--- src/rtl/slt_pkg.sv ---
// Purpose: Shared constants and types for the secure link table updater
// Assumes: Host bytes and radio telegrams come from logic on clk_sys
// Notes:   Big-endian multi-byte fields in packets
package slt_pkg;
  localparam int TABLE_DEPTH = 4;
  localparam int IDX_W       = 2;
  localparam int BUF_BYTES   = 32;
  localparam int DATA_START  = 6;
  localparam int PKT_SLF     = 7;
  localparam int PKT_ID      = 8;
  localparam int PKT_KEY     = 12;
  localparam int PKT_RLC     = 28;
  localparam int PKT_TII     = 32;
  localparam int PKT_DIR     = 33;
  localparam logic [7:0]  SYNC_BYTE     = 8'h55;
  localparam logic [7:0]  PTYPE_CMD     = 8'h05;
  localparam logic [7:0]  PTYPE_EVENT   = 8'h04;
  localparam logic [7:0]  CMD_ADD       = 8'h38;
  localparam logic [15:0] ADD_LEN       = 16'h001b;
  localparam logic [7:0]  ADD_OPT_LEN   = 8'h01;
  localparam logic [7:0]  DIR_REMOTE    = 8'h00;
  localparam logic [7:0]  DIR_LOCAL     = 8'h01;
  localparam logic [7:0]  EVT_CODE      = 8'h05;
  localparam logic [7:0]  EVT_RESYNC    = 8'h0a;
  localparam logic [7:0]  EVT_WRONG_KEY = 8'h02;
  localparam logic [15:0] EVT_LEN       = 16'h0006;
  localparam logic [7:0]  EVT_OPT_LEN   = 8'h00;
  localparam logic [3:0]  EVT_HCRC_IDX  = 4'h5;
  localparam logic [3:0]  EVT_LAST      = 4'hc;
  localparam logic [7:0]  CRC_POLY      = 8'h07;
  localparam logic [7:0]  CRC_INIT      = 8'h00;
  localparam int          SLF_RLC_LSB   = 6;
  localparam logic [1:0]  SLF_RLC16     = 2'h1;
  localparam logic [1:0]  SLF_RLC24     = 2'h2;

  typedef enum logic [2:0] {
    RX_SYNC = 3'b000,
    RX_HDR  = 3'b001,
    RX_HCRC = 3'b010,
    RX_BODY = 3'b011,
    RX_DCRC = 3'b100
  } rx_e;

  typedef struct packed {
    logic [31:0]  id;
    logic [127:0] key;
    logic [31:0]  rolling_code_counter;
    logic [7:0]   security_level_format;
    logic [7:0]   teach_in_info;
  } tel_s;

  typedef struct packed {
    logic         used;
    logic [31:0]  id;
    logic [127:0] rkey;
    logic [31:0]  rrlc;
    logic [7:0]   rslf;
    logic [7:0]   rtii;
    logic [127:0] lkey;
    logic [31:0]  lrlc;
    logic [7:0]   lslf;
    logic [7:0]   ltii;
  } entry_s;

  typedef struct packed {
    logic         set;
    logic [127:0] key;
    logic [31:0]  rolling_code_counter;
    logic [7:0]   security_level_format;
    logic [7:0]   teach_in_info;
  } bcast_s;

  typedef struct packed {
    rx_e                               rx;
    logic [16:0]                       cnt;
    logic [15:0]                       len;
    logic [7:0]                        opt;
    logic [7:0]                        ptype;
    logic [7:0]                        crc;
    logic [BUF_BYTES-1:0][7:0]         body;
    entry_s [TABLE_DEPTH-1:0]          links;
    bcast_s                            bc;
    logic                              tx_valid;
    logic [7:0]                        tx_data;
    logic [3:0]                        tx_idx;
    logic [7:0]                        tx_crc;
    logic [7:0]                        evt_type;
    logic [31:0]                       evt_id;
    logic                              tel_ready;
    logic                              cmd_applied;
  } state_s;

  function automatic logic [7:0] crc8_step(input logic [7:0] c,
                                           input logic [7:0] d);
    logic [7:0] r;
    r = c ^ d;
    for (int i = 0; i < 8; i++) begin
      r = r[7] ? ((r << 1) ^ CRC_POLY) : (r << 1);
    end
    return r;
  endfunction

  function automatic logic [31:0] rlc_mask(input logic [7:0]  security_level_format,
                                           input logic [31:0] rolling_code_counter);
    logic [31:0] m;
    m = rolling_code_counter;
    if (security_level_format[SLF_RLC_LSB+:2] == SLF_RLC16) begin
      m = {16'h0000, rolling_code_counter[15:0]};
    end else if (security_level_format[SLF_RLC_LSB+:2] == SLF_RLC24) begin
      m = {8'h00, rolling_code_counter[23:0]};
    end
    return m;
  endfunction
endpackage

--- src/rtl/secure_link_table_update.sv ---
// Purpose: Secure link table upkeep from host commands and radio resync
// Assumes: rx/tel/tx streams are clk_sys logic, no synchronisers needed
// Notes:   Table of four entries plus one broadcast set
// Function
// - Unknown sender teach-in telegram dropped, table kept
// - Known sender, right key, same format and info byte: overwrite rolling code
// - Report successful resync to host
// - Accept and apply add-entry command 0x38
// - Add-entry may load receive-side parameters too
// - Direction byte picks remote or local part
// - Direction 0 remote default, 1 local, rest unused; command without direction byte not applied
// - Local with own or zero ID: broadcast
// - Local with other ID: addressed destination
// - Packet framing, lengths and field offsets fixed
// - Short rolling code ignores unused upper bytes
// - Teach-in info byte stored with entry
// - Event code 0x05, type 0x0A plus ID
// - Wrong key telegram ignored, reported 0x02
`timescale 1ns/1ps
`default_nettype none
module secure_link_table_update
  import slt_pkg::*;
(
  input  wire logic        clk_sys,
  input  wire logic        rst_n,
  input  wire logic        rx_valid,
  input  wire logic [7:0]  rx_data,
  output logic             tx_valid,
  output logic [7:0]       tx_data,
  input  wire logic        tx_ready,
  input  wire logic        tel_valid,
  input  wire tel_s        tel,
  output logic             tel_ready,
  input  wire logic        teach_mode_active,
  input  wire logic [31:0] own_radio_id,
  output logic             cmd_applied
);
  state_s            s;
  state_s            n;
  logic [16:0]       body_total;
  logic              cmd_ok;
  logic [7:0]        cmd_dir;
  logic              dir_ok;
  logic [31:0]       cmd_id;
  logic [127:0]      cmd_key;
  logic [31:0]       cmd_rlc;
  logic [7:0]        cmd_slf;
  logic [7:0]        cmd_tii;
  logic              cmd_hit;
  logic [IDX_W-1:0]  cmd_idx;
  logic              free_ok;
  logic [IDX_W-1:0]  free_idx;
  logic [IDX_W-1:0]  slot;
  logic              dcrc_good;
  logic              host_apply;
  logic              bcast_id;
  logic              tel_take;
  logic              tel_hit;
  logic [IDX_W-1:0]  tel_idx;
  logic              key_ok;
  logic              aux_ok;
  logic [31:0]       resync_rlc;

  function automatic logic [IDX_W:0] find_id(input entry_s [TABLE_DEPTH-1:0] t,
                                             input logic [31:0] id);
    logic [IDX_W:0] r;
    r = '0;
    for (int i = TABLE_DEPTH - 1; i >= 0; i--) begin
      if (t[i].used && t[i].id == id) begin
        r = {1'b1, i[IDX_W-1:0]};
      end
    end
    return r;
  endfunction

  function automatic logic [7:0] evt_byte(input logic [3:0]  idx,
                                          input logic [7:0]  crc,
                                          input logic [7:0]  typ,
                                          input logic [31:0] id);
    logic [7:0] b;
    case (idx)
      4'h1:    b = EVT_LEN[15:8];
      4'h2:    b = EVT_LEN[7:0];
      4'h3:    b = EVT_OPT_LEN;
      4'h4:    b = PTYPE_EVENT;
      4'h5:    b = crc;
      4'h6:    b = EVT_CODE;
      4'h7:    b = typ;
      4'h8:    b = id[31:24];
      4'h9:    b = id[23:16];
      4'ha:    b = id[15:8];
      4'hb:    b = id[7:0];
      4'hc:    b = crc;
      default: b = SYNC_BYTE;
    endcase
    return b;
  endfunction

  always_comb begin
    body_total = {1'b0, s.len} + {9'h000, s.opt};
    cmd_ok     = (s.ptype == PTYPE_CMD) && (s.len == ADD_LEN) &&
                 (s.opt >= ADD_OPT_LEN) && (s.body[0] == CMD_ADD);
    cmd_slf    = s.body[PKT_SLF-DATA_START];
    cmd_tii    = s.body[PKT_TII-DATA_START];
    cmd_id     = '0;
    cmd_rlc    = '0;
    cmd_key    = '0;
    for (int i = 0; i < 4; i++) begin
      cmd_id[31-8*i -: 8]  = s.body[PKT_ID-DATA_START+i];
      cmd_rlc[31-8*i -: 8] = s.body[PKT_RLC-DATA_START+i];
    end
    for (int i = 0; i < 16; i++) begin
      cmd_key[127-8*i -: 8] = s.body[PKT_KEY-DATA_START+i];
    end
    cmd_dir = (s.opt != 8'h00) ? s.body[PKT_DIR-DATA_START] : DIR_REMOTE;
    dir_ok  = (cmd_dir == DIR_REMOTE) || (cmd_dir == DIR_LOCAL);
    {cmd_hit, cmd_idx} = find_id(s.links, cmd_id);
    free_ok  = 1'b0;
    free_idx = '0;
    for (int i = TABLE_DEPTH - 1; i >= 0; i--) begin
      if (!s.links[i].used) begin
        free_ok  = 1'b1;
        free_idx = i[IDX_W-1:0];
      end
    end
    slot       = cmd_hit ? cmd_idx : free_idx;
    dcrc_good  = rx_valid && (s.rx == RX_DCRC) && (rx_data == s.crc);
    host_apply = dcrc_good && cmd_ok && dir_ok;
    bcast_id   = (cmd_id == own_radio_id) || (cmd_id == 32'h00000000);
    {tel_hit, tel_idx} = find_id(s.links, tel.id);
    tel_take   = tel_valid && s.tel_ready && !teach_mode_active;
    key_ok     = tel.key == s.links[tel_idx].rkey;
    aux_ok     = (tel.security_level_format == s.links[tel_idx].rslf) &&
                 (tel.teach_in_info == s.links[tel_idx].rtii);
    resync_rlc = rlc_mask(s.links[tel_idx].rslf, tel.rolling_code_counter);
  end

  always_comb begin
    n = s;
    n.cmd_applied = 1'b0;
    if (rx_valid) begin
      case (s.rx)
        RX_SYNC: begin
          if (rx_data == SYNC_BYTE) begin
            n.rx  = RX_HDR;
            n.cnt = '0;
            n.crc = CRC_INIT;
          end
        end
        RX_HDR: begin
          n.crc = crc8_step(s.crc, rx_data);
          n.cnt = s.cnt + 17'h00001;
          case (s.cnt[1:0])
            2'h0:    n.len[15:8] = rx_data;
            2'h1:    n.len[7:0]  = rx_data;
            2'h2:    n.opt       = rx_data;
            default: n.ptype     = rx_data;
          endcase
          if (s.cnt[1:0] == 2'h3) begin
            n.rx = RX_HCRC;
          end
        end
        RX_HCRC: begin
          n.crc = CRC_INIT;
          n.cnt = '0;
          if (rx_data != s.crc) begin
            n.rx = RX_SYNC;
          end else if (body_total == 17'h00000) begin
            n.rx = RX_DCRC;
          end else begin
            n.rx = RX_BODY;
          end
        end
        RX_BODY: begin
          n.crc = crc8_step(s.crc, rx_data);
          n.cnt = s.cnt + 17'h00001;
          if (s.cnt < 17'(BUF_BYTES)) begin
            n.body[s.cnt[4:0]] = rx_data;
          end
          if (n.cnt == body_total) begin
            n.rx = RX_DCRC;
          end
        end
        default: n.rx = RX_SYNC;
      endcase
    end
    if (host_apply) begin
      if (cmd_dir == DIR_LOCAL && bcast_id) begin
        n.cmd_applied = 1'b1;
        n.bc.set = 1'b1;
        n.bc.key = cmd_key;
        n.bc.rolling_code_counter = rlc_mask(cmd_slf, cmd_rlc);
        n.bc.security_level_format = cmd_slf;
        n.bc.teach_in_info = cmd_tii;
      end else if (cmd_hit || free_ok) begin
        n.cmd_applied = 1'b1;
        n.links[slot].used = 1'b1;
        n.links[slot].id   = cmd_id;
        if (cmd_dir == DIR_REMOTE) begin
          n.links[slot].rkey = cmd_key;
          n.links[slot].rrlc = rlc_mask(cmd_slf, cmd_rlc);
          n.links[slot].rslf = cmd_slf;
          n.links[slot].rtii = cmd_tii;
        end else begin
          n.links[slot].lkey = cmd_key;
          n.links[slot].lrlc = rlc_mask(cmd_slf, cmd_rlc);
          n.links[slot].lslf = cmd_slf;
          n.links[slot].ltii = cmd_tii;
        end
      end
    end
    if (s.tx_valid && tx_ready) begin
      if (s.tx_idx == EVT_LAST) begin
        n.tx_valid = 1'b0;
      end else begin
        n.tx_idx = s.tx_idx + 4'h1;
        if (s.tx_idx == 4'h0 || s.tx_idx == EVT_HCRC_IDX) begin
          n.tx_crc = CRC_INIT;
        end else begin
          n.tx_crc = crc8_step(s.tx_crc, s.tx_data);
        end
        n.tx_data = evt_byte(n.tx_idx, n.tx_crc, s.evt_type, s.evt_id);
      end
    end
    if (tel_take && tel_hit) begin
      if (!key_ok) begin
        n.evt_type = EVT_WRONG_KEY;
        n.evt_id   = tel.id;
        n.tx_valid = 1'b1;
        n.tx_data  = SYNC_BYTE;
        n.tx_idx   = 4'h0;
        n.tx_crc   = CRC_INIT;
      end else if (aux_ok) begin
        n.links[tel_idx].rrlc = resync_rlc;
        n.evt_type = EVT_RESYNC;
        n.evt_id   = tel.id;
        n.tx_valid = 1'b1;
        n.tx_data  = SYNC_BYTE;
        n.tx_idx   = 4'h0;
        n.tx_crc   = CRC_INIT;
      end
    end
    n.tel_ready = !n.tx_valid;
  end

  always_ff @(posedge clk_sys or negedge rst_n) begin
    if (!rst_n) begin
      s <= '0;
    end else begin
      s <= n;
    end
  end

  assign tx_valid    = s.tx_valid;
  assign tx_data     = s.tx_data;
  assign tel_ready   = s.tel_ready;
  assign cmd_applied = s.cmd_applied;

  AST_UNKNOWN_DROP: assert property (
    @(posedge clk_sys) disable iff (!rst_n)
    (tel_take && !tel_hit && !host_apply) |=>
      !s.tx_valid && $stable(s.links))
    else $error("Unknown sender changed state");

  AST_RESYNC_RLC: assert property (
    @(posedge clk_sys) disable iff (!rst_n)
    (tel_take && tel_hit && key_ok && aux_ok) |=>
      s.links[$past(tel_idx)].rrlc == $past(resync_rlc))
    else $error("Rolling code not resynchronised");

  AST_RESYNC_EVT: assert property (
    @(posedge clk_sys) disable iff (!rst_n)
    (tel_take && tel_hit && key_ok && aux_ok) |=>
      s.tx_valid && s.evt_type == EVT_RESYNC && s.tx_data == SYNC_BYTE)
    else $error("Resync event not started");

  AST_WRONG_KEY: assert property (
    @(posedge clk_sys) disable iff (!rst_n)
    (tel_take && tel_hit && !key_ok && !host_apply) |=>
      s.evt_type == EVT_WRONG_KEY && $stable(s.links))
    else $error("Wrong key not reported or table changed");

  AST_EVT_CODE: assert property (
    @(posedge clk_sys) disable iff (!rst_n)
    (s.tx_valid && s.tx_idx == 4'h6) |-> s.tx_data == EVT_CODE)
    else $error("Event code byte wrong");

  AST_BAD_CRC: assert property (
    @(posedge clk_sys) disable iff (!rst_n)
    (rx_valid && s.rx == RX_DCRC && rx_data != s.crc && !tel_take) |=>
      !s.cmd_applied && $stable(s.links) && $stable(s.bc))
    else $error("Bad check byte packet applied");

  AST_DIR_UNUSED: assert property (
    @(posedge clk_sys) disable iff (!rst_n)
    (dcrc_good && cmd_ok && !dir_ok) |=> !s.cmd_applied && $stable(s.bc))
    else $error("Unused direction applied");

  AST_BCAST: assert property (
    @(posedge clk_sys) disable iff (!rst_n)
    (host_apply && cmd_dir == DIR_LOCAL && bcast_id) |=>
      s.bc.set && s.bc.key == $past(cmd_key) && s.cmd_applied)
    else $error("Broadcast parameters not stored");
endmodule
`default_nettype wire

--- config.mk ---
export PLATFORM = sky130hd
export DESIGN_NAME = secure_link_table_update
export DESIGN_NICKNAME = d
export VERILOG_FILES = /design/src/rtl/slt_pkg.sv /design/src/rtl/secure_link_table_update.sv
export SDC_FILE = /design/constraint.sdc
export NUM_CORES = 2
export LEC_CHECK = 0
export BUFFER_PORTS_ARGS = -buffer_cell sky130_fd_sc_hd__buf_2
export CAP_MARGIN = 10
export CORE_MARGIN = 2
export CORE_UTILIZATION = 60
export CTS_CLUSTER_SIZE = 40
export DETAILED_ROUTE_END_ITERATION = 7
export HOLD_SLACK_MARGIN = 0.06
export PLACE_DENSITY = 0.89
export SETUP_SLACK_MARGIN = 0.3
export SYNTH_ARGS = -nofsm -noshare
export SYNTH_HDL_FRONTEND = slang
export SYNTH_SLANG_ARGS = --single-unit
--- constraint.sdc ---
create_clock -name clk_sys -period 5.9 [get_ports clk_sys]
set_clock_uncertainty 0.15 [all_clocks]
set_input_delay 1.18 -clock clk_sys [delete_from_list [all_inputs] [get_ports clk_sys]]
set_output_delay 1.18 -clock clk_sys [all_outputs]
set_load 0.03 [all_outputs]
==> impl_results.md <==
* Status: complete, no violations
* Worst slew margin at 25.6%
* Hold slack at 0.347 ns
* H-tree Lvls at 3
* Height of the die at 294 µm
* CP max-delay cell: or4_1
* Die width at 294 µm
* Fin. max-slew vios at 0
* CP endpoint kind: flip-flop
* Initial cell density of the core at 60.5%
* FF-to-FF Start: s[1753]
* RD Place Congestion at 0.985
* RSZ-0062 raised after global routing: no
* Via count at 37900
* Post-CTS Hold Fix Bufs at 0
* Fin crit share at 94.2%
* Inserted Clock Buffers at 102
* Power density cells at 280 nW/µm²
* TritonCTS clock tree: done
* Synth Register Bits at 1017
* Multi-input logic area at 23800 µm²
* Number of fill cells in the layout at 5261
* FF-to-FF path depth at 19
* Worst Path Max Fanout at 48
* CTS sink count at 1017
* Yosys warnings at 0
* FF-to-FF End: s[8]
* Routed Wire Length at 154000 µm
* Clock slew at reported path FFs at 0.06 ns
* Fin cells at 5534
* Average wire per standard cell at 27.8 µm
* DR vias/cell at 6.84
* Worst-margin pin slew at 1.11 ns
* Netlist cell types at 81
* Total grt overflow at 0
* Hold Crit Class: flip-flop to flip-flop
* Num rows at 106
* Post-synth top flop: dfrtp_1
* Fmax at 180 MHz
* Sequential cell area fraction in the yosys report at 50.3%
* PortBufs at 232
* DR DRC count at 0
* DR iter-0 viols at 4215
* Final setup fails at 0
* Wire length of the first global-routing pass at 232000 µm
* Clock root buffer: clkbuf_16
* Pin count of the biggest net entering global routing at 145
* Post-Syn Instances at 4160
* Final Power at 0.0161 W
* Critical path, cell by cell: buf_2 > xor2_1 > or4_1 > nor3_2 > nand3_4 > buf_4 > a31oi_4 > buf_12 > buf_12 > buf_4 > a2bb2oi_1 > xnor2_1 > nand2_1 > nor4_1 > nand4_1 > nor3_2 > buf_4 > a31oi_4 > buf_12 > mux2_4
* Worst Hold Path Cells at 1
* Initial DRT Pass Iterations at 6
* Antenna viol nets, final at 0
* Longest Clk Path Bufs at 3
* Core ar. at 83600 µm²
* Share of layout cells above drive strength 1 at 35.7%
* Pleak at 27.8 nW
* Crit path DAT at 5.98 ns
* Clock latency on the worst-skew pair at 0.72 ns
* Peak supply drop at 0.268 mV
* Vias in the first global route at 38500
* Hold Path Sink: s[35]
* HP Start: s[35]
* DPL Wire Length at 94000 µm
* Synth-to-layout area growth at 13.5%
* Area of the mapped netlist at 50600 µm²
* Total global-route track usage at 35.1%
* Syn nets at 4436
* Final Core Density at 68.7%
* Internal reg-to-reg setup slack at 0.51 ns
* Total Nets Final at 4645
* Fin. Hold Viols at 0
* Initial antenna violation count at 4
* Post-synth EDFFs at 0
* Kind of critical path: input pin to flip-flop
* Dpl ws at -0.226 ns
* Total of max-cap violations at 0
* Number of top-level pins at 265
* Critical Path RT at 6.32 ns
* Crit. Startpoint: tel[194]
* Type of origin of the critical path: input pin
* Synth Area per Inst at 12.2 µm²
* Flip-flop and latch area at 25400 µm²
* Die Area at 86700 µm²
* Async set-reset flop share out of synthesis at 100%
* Setup ws final at 0.342 ns
* Fin crit period at 5.56 ns
* Placed cell count at 5341
* Slowest Stage Delay on Critical Path at 0.50 ns
-- worst max path at each step --
stage                  to  depth (start not counted)  slack [ns]
floorplan           s[10]                         18        0.62
global placement    s[13]                         21       -0.22
detailed placement  s[53]                         20       -0.23
CTS                  s[8]                         19        0.42
global route        s[53]                         20        0.30
finish               s[8]                         20        0.34
-- through the flow --
step,setup TNS [ns],area (µm²)
after global routing,0,57400
final,0,57400
after floorplan,0,50600
after global placement,-9.14,53800
after detailed placement,-9.24,53800
after CTS,0,57300
-- critical path, delay by kind of cell --
| family | cells | cell delay [ns] |
|---|---|---|
| simple gates | 7 | 2.04 |
| buf+inv | 7 | 1.33 |
| compound gates | 3 | 0.65 |
| xor+xnor | 2 | 0.37 |
| mux | 1 | 0.34 |
-- layout make-up --
type                            instances  share of cell area (%)
Multi-Input combinational cell       2792                    41.5
Inverter                               25                   0.163
Clock buffer                          149                    5.26
Sequential cell                      1017                    44.3
Clock inverter                         36                   0.778
Timing Repair Buffer                  431                    5.60
Antenna cell                            4                  0.0174
Tap cell                             1080                    2.35
-- state kept, by name (all words and copies together) (netlist names), 8 cells and up --
signal	cells
cmd_slf	8
s	830
cmd_id	32
cmd_key	128
cmd_tii	8
tx_data	8
-- power breakdown --
part / leakage (nW) / switching, W / internal, W / total (W)
registers: 14.1 / 0.000364 / 0.00718 / 0.00754
logic: 12.0 / 0.00109 / 0.000793 / 0.00188
clock network: 1.71 / 0.00287 / 0.00379 / 0.00666
total: 27.8 / 0.00432 / 0.0118 / 0.0161
-- what timing repair did --
action                                  CTS  global route
endpoints found under the setup margin    0            50
buffers inserted                          0             3
resized for setup                         0             8
-- routing by layer --
layer | track usage [%] | share of wire, % | vias to the layer above | routed length, µm
met5 | 0.454 | 0.062 | - | 95
met4 | 20.7 | 6.4 | 8 | 9830
met3 | 8.75 | 11 | 667 | 17000
met2 | 54.0 | 45 | 2502 | 69500
met1 | 45.3 | 37 | 19200 | 57200
li1 | - | - | 15500 | -
-- logic make-up (layout without fill, tap and decap cells) --
group,after synthesis,in the layout,share of synthesized area [%]
compound gates,576,576,7.71
xor+xnor,513,513,8.88
fa+ha+maj,22,22,0.559
buf+inv,351,641,2.90
flops,1017,1017,50.3
mux,994,994,22.2
other cells,0,4,0
simple gates,687,687,7.41
-- cell usage in the layout, fill, tap and decap left out, drive strengths merged, types with 5 or more instances in the layout --
cell type / netlist / final
a21o: 17 / 17
a21oi: 159 / 159
a22o: 16 / 16
a22oi: 6 / 6
a2bb2oi: 48 / 48
a31oi: 21 / 21
and3: 10 / 10
buf: 72 / 427
bufinv: 0 / 5
clkbuf: 254 / 153
clkinv: 0 / 28
dfrtp: 1017 / 1017
ha: 21 / 21
inv: 25 / 26
mux2: 964 / 964
mux2i: 30 / 30
nand2: 156 / 156
nand2b: 10 / 10
nand3: 47 / 47
nand4: 73 / 73
nand4b: 62 / 62
nor2: 122 / 122
nor3: 61 / 61
nor4: 92 / 92
nor4b: 7 / 7
o21a: 6 / 6
o21ai: 105 / 105
o221ai: 29 / 29
o22ai: 18 / 18
o2bb2ai: 18 / 18
o311ai: 58 / 58
o31ai: 33 / 33
or2: 6 / 6
or4: 10 / 10
xnor2: 296 / 296
xor2: 217 / 217
-- synthesized netlist by cell type, drive strengths merged, types with 33 or more instances --
cell type	n	share of area, %
o31ai	33	0.49
a21oi	159	1.6
nand4b	62	1.1
clkbuf	254	1.9
o311ai	58	1.0
a2bb2oi	48	0.83
nand3	47	0.47
xor2	217	3.8
dfrtp	1017	50
buf	72	0.82
nor2	122	0.91
nand2	156	1.2
nor4	92	1.2
nand4	73	0.90
mux2	964	22
xnor2	296	5.1
o21ai	105	1.0
nor3	61	0.62
Note: power is estimated with default switching activity, not from simulation.
